**src/rtl/rwc_pkg.sv**
```systemverilog
// Package: constants and types for the reset and watchdog block
package rwc_pkg;
  localparam logic [3:0] ADDR_WDT_CTRL   = 4'h0;
  localparam logic [3:0] ADDR_RST_CAUSE  = 4'h4;
  localparam logic [3:0] ADDR_WDT_CMD    = 4'h8;
  localparam logic [3:0] ADDR_ANA_CTRL   = 4'hC;
  localparam int         WDP_LSB         = 0;
  localparam int         WDE_BIT         = 3;
  localparam int         WATCHDOG_CHANGE_ENABLE_BIT_BIT        = 4;
  localparam int         FLG_POR         = 0;
  localparam int         FLG_EXT         = 1;
  localparam int         FLG_BOD         = 2;
  localparam int         FLG_WDT         = 3;
  localparam int         FLG_JTR         = 4;
  localparam int         CMD_RESTART_BIT = 0;
  localparam int         ANA_COMPARATOR_BANDGAP_SELECT_BIT    = 0;
  localparam int         ANA_ADC_BIT     = 1;
  localparam int         CHG_WINDOW_CYC  = 4;
  localparam int         WDT_BASE_CYC    = 16384;
  localparam int         CLK_HZ          = 125_000_000;
  localparam int         WDT_OSC_HZ      = 1_000_000;
  localparam int         WDT_TICK_CYC    = CLK_HZ / WDT_OSC_HZ;
  localparam int         REL_DELAY_CYC   = 65536;
  localparam logic [2:0] WDP_RESET       = 3'h0;

  typedef struct packed {
    logic       chg;
    logic       en;
    logic [2:0] watchdog_prescaler_field;
  } rwc_wdt_cfg_t;

  typedef struct packed {
    logic jtr;
    logic wdt;
    logic supply_drop_detector;
    logic ext;
    logic por;
  } rwc_src_t;

  typedef enum logic [1:0] {RWC_RUN, RWC_HOLD, RWC_DELAY} rwc_state_t;
endpackage

```
**src/rtl/rwc_reset_wdt.sv**
```systemverilog
// Reset controller with watchdog and Avalon-MM registers
//
// Added by the designer: the Avalon-MM slave port and the register addresses.
`timescale 1ns/1ps
module rwc_reset_wdt #(
  parameter int REL_DELAY = rwc_pkg::REL_DELAY_CYC,
  parameter int WDT_BASE  = rwc_pkg::WDT_BASE_CYC,
  parameter int TICK_DIV  = rwc_pkg::WDT_TICK_CYC
) (
  input  wire logic        ref_clk,
  input  wire logic        rst_n,
  input  wire logic        por_low,
  input  wire logic        pin_reset_n,
  input  wire logic        supply_drop_detector_en,
  input  wire logic        supply_drop_low,
  input  wire logic        test_port_reset,
  input  wire logic        watchdog_lock_fuse,
  input  wire logic        wdt_restart,
  input  wire logic [3:0]  avs_address,
  input  wire logic        avs_read,
  input  wire logic        avs_write,
  input  wire logic [31:0] avs_writedata,
  output logic [31:0]      avs_readdata,
  output logic             avs_waitrequest,
  output logic             port_reset_async,
  output logic             core_reset,
  output logic             bandgap_en,
  output logic [21:0]      wdt_count
);
  // Two-stage synchronisers for external levels
  logic [4:0] sync1_r;
  logic [4:0] sync2_r;
  always_ff @(posedge ref_clk) begin
    sync1_r <= {por_low, ~pin_reset_n, supply_drop_low & supply_drop_detector_en,
                test_port_reset, wdt_restart};
    sync2_r <= sync1_r;
  end
  logic por_s, ext_s, bod_s, jtr_s, wdr_s;
  assign {por_s, ext_s, bod_s, jtr_s, wdr_s} = sync2_r;

  // Port pins go to reset without a clock from pin, power, supply-drop and test-port; core_reset adds the watchdog
  assign port_reset_async = por_low | ~pin_reset_n | test_port_reset |
    (supply_drop_low & supply_drop_detector_en) | core_reset;

  logic wdt_fire_r;
  rwc_pkg::rwc_src_t src;
  assign src = {jtr_s, wdt_fire_r, bod_s, ext_s, por_s};
  logic any_src;
  assign any_src = |src;

  // Release sequencer
  rwc_pkg::rwc_state_t st_r;
  logic [31:0] dly_r;
  always_ff @(posedge ref_clk) begin
    if (!rst_n) begin
      st_r  <= rwc_pkg::RWC_HOLD;
      dly_r <= 32'h0000_0000;
    end else begin
      case (st_r)
        rwc_pkg::RWC_RUN: begin
          if (any_src) st_r <= rwc_pkg::RWC_HOLD;
        end
        rwc_pkg::RWC_HOLD: begin
          dly_r <= 32'h0000_0000;
          if (!any_src) st_r <= rwc_pkg::RWC_DELAY;
        end
        rwc_pkg::RWC_DELAY: begin
          if (any_src) st_r <= rwc_pkg::RWC_HOLD;
          else if (dly_r >= 32'(REL_DELAY - 1)) st_r <= rwc_pkg::RWC_RUN;
          else dly_r <= dly_r + 32'h0000_0001;
        end
        default: st_r <= rwc_pkg::RWC_HOLD;
      endcase
    end
  end
  assign core_reset = (st_r != rwc_pkg::RWC_RUN) | any_src;

  // Watchdog configuration
  function automatic logic reg_hit(input logic [3:0] a,
                                   input logic [3:0] off);
    return a == off;
  endfunction

  rwc_pkg::rwc_wdt_cfg_t cfg_r;
  logic [2:0] win_r;
  logic wr_ctrl, sw_kick;
  logic [31:0] wd;
  assign wd      = avs_writedata;
  assign wr_ctrl = avs_write & reg_hit(avs_address, rwc_pkg::ADDR_WDT_CTRL);
  logic lvl2;
  assign lvl2 = watchdog_lock_fuse;
  logic wdt_on;
  assign wdt_on = lvl2 | cfg_r.en;

  always_ff @(posedge ref_clk) begin
    if (!rst_n || core_reset) begin
      cfg_r.chg <= 1'b0;
      cfg_r.en  <= 1'b0;
      cfg_r.watchdog_prescaler_field <= rwc_pkg::WDP_RESET;
      win_r     <= 3'h0;
    end else if (wr_ctrl && wd[rwc_pkg::WATCHDOG_CHANGE_ENABLE_BIT_BIT] && wd[rwc_pkg::WDE_BIT]) begin
      cfg_r.chg <= 1'b1;
      cfg_r.en  <= 1'b1;
      win_r     <= 3'(rwc_pkg::CHG_WINDOW_CYC);
    end else if (wr_ctrl && cfg_r.chg && !wd[rwc_pkg::WATCHDOG_CHANGE_ENABLE_BIT_BIT]) begin
      cfg_r.chg <= 1'b0;
      win_r     <= 3'h0;
      cfg_r.watchdog_prescaler_field <= wd[rwc_pkg::WDP_LSB +: 3];
      if (!lvl2) cfg_r.en <= wd[rwc_pkg::WDE_BIT];
    end else begin
      if (wr_ctrl && wd[rwc_pkg::WDE_BIT]) cfg_r.en <= 1'b1;
      if (win_r != 3'h0) win_r <= win_r - 3'h1;
      if (win_r == 3'h1) cfg_r.chg <= 1'b0;
    end
  end

  // Watchdog 1 MHz tick and counter
  logic [7:0] tick_r;
  logic tick;
  assign tick = (tick_r == 8'(TICK_DIV - 1));
  always_ff @(posedge ref_clk) begin
    if (!rst_n || tick) tick_r <= 8'h00;
    else tick_r <= tick_r + 8'h01;
  end

  logic [21:0] wcnt_r;
  logic [21:0] limit;
  assign limit = 22'(WDT_BASE) << cfg_r.watchdog_prescaler_field;
  always_ff @(posedge ref_clk) begin
    if (!rst_n || core_reset || !wdt_on || wdr_s || sw_kick) begin
      wcnt_r     <= 22'h00_0000;
      wdt_fire_r <= 1'b0;
    end else if (tick) begin
      if (wcnt_r >= limit - 22'h00_0001) begin
        wcnt_r     <= 22'h00_0000;
        wdt_fire_r <= 1'b1;
      end else begin
        wcnt_r     <= wcnt_r + 22'h00_0001;
        wdt_fire_r <= 1'b0;
      end
    end else begin
      wdt_fire_r <= 1'b0;
    end
  end
  assign wdt_count = wcnt_r;

  // Analog controls and bandgap
  logic [1:0] ana_r;
  always_ff @(posedge ref_clk) begin
    if (!rst_n || core_reset) ana_r <= 2'h0;
    else if (avs_write && avs_address == rwc_pkg::ADDR_ANA_CTRL)
      ana_r <= wd[1:0];
  end
  assign bandgap_en = supply_drop_detector_en | ana_r[rwc_pkg::ANA_COMPARATOR_BANDGAP_SELECT_BIT] |
                      ana_r[rwc_pkg::ANA_ADC_BIT];

  // Reset cause flags; set wins over clear
  logic [4:0] flg_r;
  logic wr_flg;
  assign wr_flg = avs_write & reg_hit(avs_address, rwc_pkg::ADDR_RST_CAUSE);
  always_ff @(posedge ref_clk) begin
    if (!rst_n) flg_r <= 5'h00;
    else if (src.por) flg_r <= 5'h01;
    else begin
      flg_r <= (wr_flg ? (flg_r & wd[4:0]) : flg_r) | src;
    end
  end

  // Software restart command
  logic sw_restart;
  assign sw_restart = avs_write & reg_hit(avs_address, rwc_pkg::ADDR_WDT_CMD) &
                      wd[rwc_pkg::CMD_RESTART_BIT];
  logic sw_rst_r;
  always_ff @(posedge ref_clk) begin
    if (!rst_n) sw_rst_r <= 1'b0;
    else sw_rst_r <= sw_restart;
  end

  // Bus: writes zero-wait, reads one wait state
  logic rd_ack_r;
  always_ff @(posedge ref_clk) begin
    if (!rst_n) rd_ack_r <= 1'b0;
    else rd_ack_r <= avs_read & ~rd_ack_r;
  end
  assign avs_waitrequest = avs_read & ~rd_ack_r;

  always_ff @(posedge ref_clk) begin
    if (!rst_n) avs_readdata <= 32'h0000_0000;
    else if (avs_read && !rd_ack_r) begin
      case (avs_address)
        rwc_pkg::ADDR_WDT_CTRL:
          avs_readdata <= {27'h0, cfg_r.chg, wdt_on, cfg_r.watchdog_prescaler_field};
        rwc_pkg::ADDR_RST_CAUSE: avs_readdata <= {27'h0, flg_r};
        rwc_pkg::ADDR_ANA_CTRL:  avs_readdata <= {30'h0, ana_r};
        default: avs_readdata <= 32'h0000_0000;
      endcase
    end
  end
  assign sw_kick = sw_rst_r;
endmodule // rwc_reset_wdt

```
**config.mk**
```make
export PLATFORM = sky130hd
export DESIGN_NAME = rwc_reset_wdt
export DESIGN_NICKNAME = d
export VERILOG_FILES = /design/src/rtl/rwc_pkg.sv /design/src/rtl/rwc_reset_wdt.sv
export SDC_FILE = /design/constraint.sdc
export NUM_CORES = 1
export LEC_CHECK = 0
export BUFFER_PORTS_ARGS = -buffer_cell sky130_fd_sc_hd__clkbuf_2
export CAP_MARGIN = 20
export CELL_PAD_IN_SITES_DETAIL_PLACEMENT = 0
export CELL_PAD_IN_SITES_GLOBAL_PLACEMENT = 1
export CORE_UTILIZATION = 36
export CTS_CLUSTER_SIZE = 40
export DETAILED_ROUTE_END_ITERATION = 12
export PLACE_DENSITY = 0.81
export SLEW_MARGIN = 20
export SYNTH_ARGS = -nofsm -noshare
export SYNTH_HDL_FRONTEND = slang
export SYNTH_SLANG_ARGS = --single-unit
```
**constraint.sdc**
```tcl
create_clock -name ref_clk -period 1.8 [get_ports ref_clk]
set_input_delay 0.36 -clock ref_clk [delete_from_list [all_inputs] [get_ports ref_clk]]
set_output_delay 0.36 -clock ref_clk [all_outputs]
set_load 0.05 [all_outputs]
```
==> results by group <==
Place
  – Placed insts: 729
  – Setup WS pre-CTS: -258 ps
  – GP Congestion: 0.783
  – DP HPWL: 7180 um
  – Port Buffers: 50

CTS
  – Total CTS buffers: 9
  – Clock transition at path regs: 70 ps
  – H-Tree Depth: 3
  – Clock sinks: 97
  – Root buffer cell: clkbuf_16
  – Clock Latency Late Sink: 350 ps
  – CTS tree: built
  – Maximum root-to-sink buffer count: 2

Logic synthesis
  – Mean Syn Cell Area: 8.62 um^2
  – Fraction of the yosys area taken by sequential cells: 44.4%
  – Ys async rst share: 0%
  – Synth warnings: 0
  – Register bit total from synthesis: 97
  – Main flop type after synthesis: dfxtp_1
  – Mapped Cells: 508
  – EDFF count, synth: 0
  – Post-synth cell types: 45
  – Synthesized cell area: 4380 um^2

GRT
  – Number of global-route vias before repair: 3668
  – Initial antenna violation count: 0
  – Largest net degree at the start of global routing: 27
  – GRT overflow: 0
  – Gr usage total: 17.1%
  – First-pass GRT wire length: 17300 um

Flow run
  – Max-Cap Viols: 0

Detailed routing
  – Pre-antenna DRT Iters: 9
  – Routed wire length: 10200 um
  – Final ANT Viol Nets: 0
  – DR vias: 3804
  – Residual DRC: 8
  – Via-per-instance ratio: 5.03
  – Routed len/inst: 13.5 um
  – 1st-iter DRT viols: 213

Worst setup path
  – Nature of the critical path startpoint: register
  – CP startpoint: sync2_r[2]
  – Crit Path Max Fanout: 5
  – CP endpoint kind: register
  – Critical R2R Launch: sync2_r[2]
  – Kind of critical path: register to register
  – Reg2Reg Depth: 7
  – Critical path arrival: 2380 ps
  – Reg2reg end: dly_r[12]
  – FF-to-FF setup slack: -290 ps
  – Critical Path RT: 2080 ps

Pwr
  – IR drop worst, VDD: 554 uV
  – Share of power burned in registers: 49.3%
  – Int Power: 3.33 mW
  – Sw Share: 24.7%
  – Cell leakage power: 2.29 nW
  – Clk pwr share: 44.0%
  – Psw: 1.09 mW
  – Power share of the combinational group: 6.7%
  – Overall power: 4.42 mW
  – Power per cell area: 775 nW/um^2

Timing
  – Final worst hold slack: 121 ps
  – Final setup violation count: 39
  – Final worst slack: -292 ps
  – Fmax: 0.478 GHz
  – Final Hold Viols: 0
  – Unrepaired setup endpoints after global routing: yes
  – Post-route clock period utilization: 116%
  – Clock skew: 7.47 ps
  – Setup TNS Final: -5300 ps
  – Worst-Margin Slew: 617 ps
  – Max-slew headroom: 57.8%
  – Slew Limit Fails: 0
  – Fin crit period: 2090 ps

Layout
  – Ant. Diodes: 0
  – Commonest cells after routing, fill and taps aside: 75 x dfxtp_1, 51 x nor2_1, 48 x clkbuf_2, 48 x buf_4, 35 x nand2_1
  – Most common cell after layout, fill and taps aside: dfxtp_1
  – Nets: 671
  – Layout cells sized above 1: 30.5%
  – Post-Layout Cell Count: 757
  – Area grow syn2layout: 30.2%

Die
  – Boundary pin count: 105
  – Die area: 12600 um^2
  – DIE HEIGHT: 112 um
  – Core Region: 11600 um^2
  – Num rows: 39
  – DIE WIDTH: 112 um
  – Initial Util: 37.7%

Min path
  – Min-Delay Startpoint: wdt_restart
  – Hold Path Stages: 1
  – Hold path endpoint: sync1_r[0]
  – Hold Path Class: input pin to register

Outcome
  – Outcome: finished, violations left
  – Failing checks: design-rule violations, negative setup slack
how the worst max path moves through the flow:
stage | end | slack (ps) | cells past startpoint
finish | dly_r[12] | -290 | 7
global route | core_reset | -350 | 7
CTS | port_reset_async | -300 | 7
detailed placement | dly_r[12] | -260 | 6
global placement | dly_r[12] | -220 | 6
floorplan | dly_r[2] | -50 | 7
flip-flops by register name, indices dropped and copies added (netlist names):
| signal | cells |
|---|---|
| dly_r | 32 |
| wdt_count | 22 |
| tick_r | 8 |
| avs_readdata | 5 |
| cfg_r | 5 |
| flg_r | 5 |
| sync1_r | 5 |
| sync2_r | 5 |
| win_r | 3 |
| ana_r | 2 |
| st_r | 2 |
| rd_ack_r | 1 |
| sw_kick | 1 |
| wdt_fire_r | 1 |
worst max-delay path: stages (launching register included):
cell     delay [ps]
dfxtp_2         320
nor4_2          250
nand2_1         140
buf_4           160
or3_4           410
buf_6           150
or4_4           470
a21oi_2         140
through the flow:
step	cell area (um^2)	util [%]
6_report	5700	49.1
5_1_grt	5700	49.1
4_1_cts	5560	47.9
3_5_place_dp	5040	43.4
3_3_place_gp	5040	43.4
2_1_floorplan	4540	-
final cells by class:
type	instances	area [um^2]
multi-input cells	370	2350
fillers	1104	5920
repair buffers	110	806
clock inverters	7	77.6
inverters	21	81.3
well taps	143	179
clock buffers	9	225
flip-flops and latches	97	1980
kinds of logic (layout without fill, tap and decap cells):
family	count (synthesis)	count (layout)	share of synthesized area, %
AO/OA/AOI/OAI	77	77	10.1
other	2	28	0.172
flip-flops	97	97	44.4
XOR/XNOR	27	27	5.40
AND/OR/NAND/NOR	216	216	25.7
adder cells (fa/ha/maj)	15	15	4.29
multiplexers	7	7	1.63
buffers and inverters	67	147	8.37
power groups by stage:
stage               clock [mW]  combinational, mW  sequential, mW
floorplan                    0              0.252            2.23
global placement             0              0.279            2.22
detailed placement           0              0.283            2.23
CTS                       1.99              0.290            2.18
global route              2.07              0.318            2.18
finish                    1.95              0.297            2.18
cell usage after synthesis (3+ instances only):
cell type / instances / share of area, %
a211oi_1: 3 / 0.51
a21oi_1: 33 / 3.8
a22oi_1: 3 / 0.51
and2_1: 5 / 0.71
and3_1: 22 / 3.1
and4_1: 3 / 0.60
buf_2: 5 / 0.57
buf_4: 27 / 4.6
clkbuf_1: 13 / 1.1
dfxtp_1: 97 / 44
ha_1: 15 / 4.3
inv_1: 20 / 1.7
mux2i_1: 6 / 1.4
nand2_1: 36 / 3.1
nand2b_1: 6 / 0.86
nand3_1: 26 / 3.0
nand4_1: 17 / 2.4
nand4b_1: 3 / 0.60
nor2_1: 53 / 4.5
nor3_1: 14 / 1.6
nor4_1: 5 / 0.71
o21ai_0: 21 / 2.4
o31ai_1: 6 / 1.0
or3_1: 11 / 1.6
or4_1: 9 / 1.5
xnor2_1: 8 / 1.6
xor2_1: 19 / 3.8
metal layers:
| metal | vias to the layer above | wire length, um | GRT usage, % |
|---|---|---|---|
| met4 | 0 | 104 | 4.62 |
| met5 | - | 0 | 0 |
| met3 | 11 | 483 | 4.48 |
| li1 | 1928 | - | - |
| met1 | 1769 | 4910 | 22.9 |
| met2 | 96 | 4750 | 27.3 |
repair_timing:
action / CTS / global route
cloned: 4 / 0
resized for setup: 31 / 29
setup buffers: 6 / 2
pin swaps: 14 / 9
hold buffers: 0 / 0
endpoints found under the setup margin: 39 / 44
Note: power is estimated with default switching activity, not from simulation.
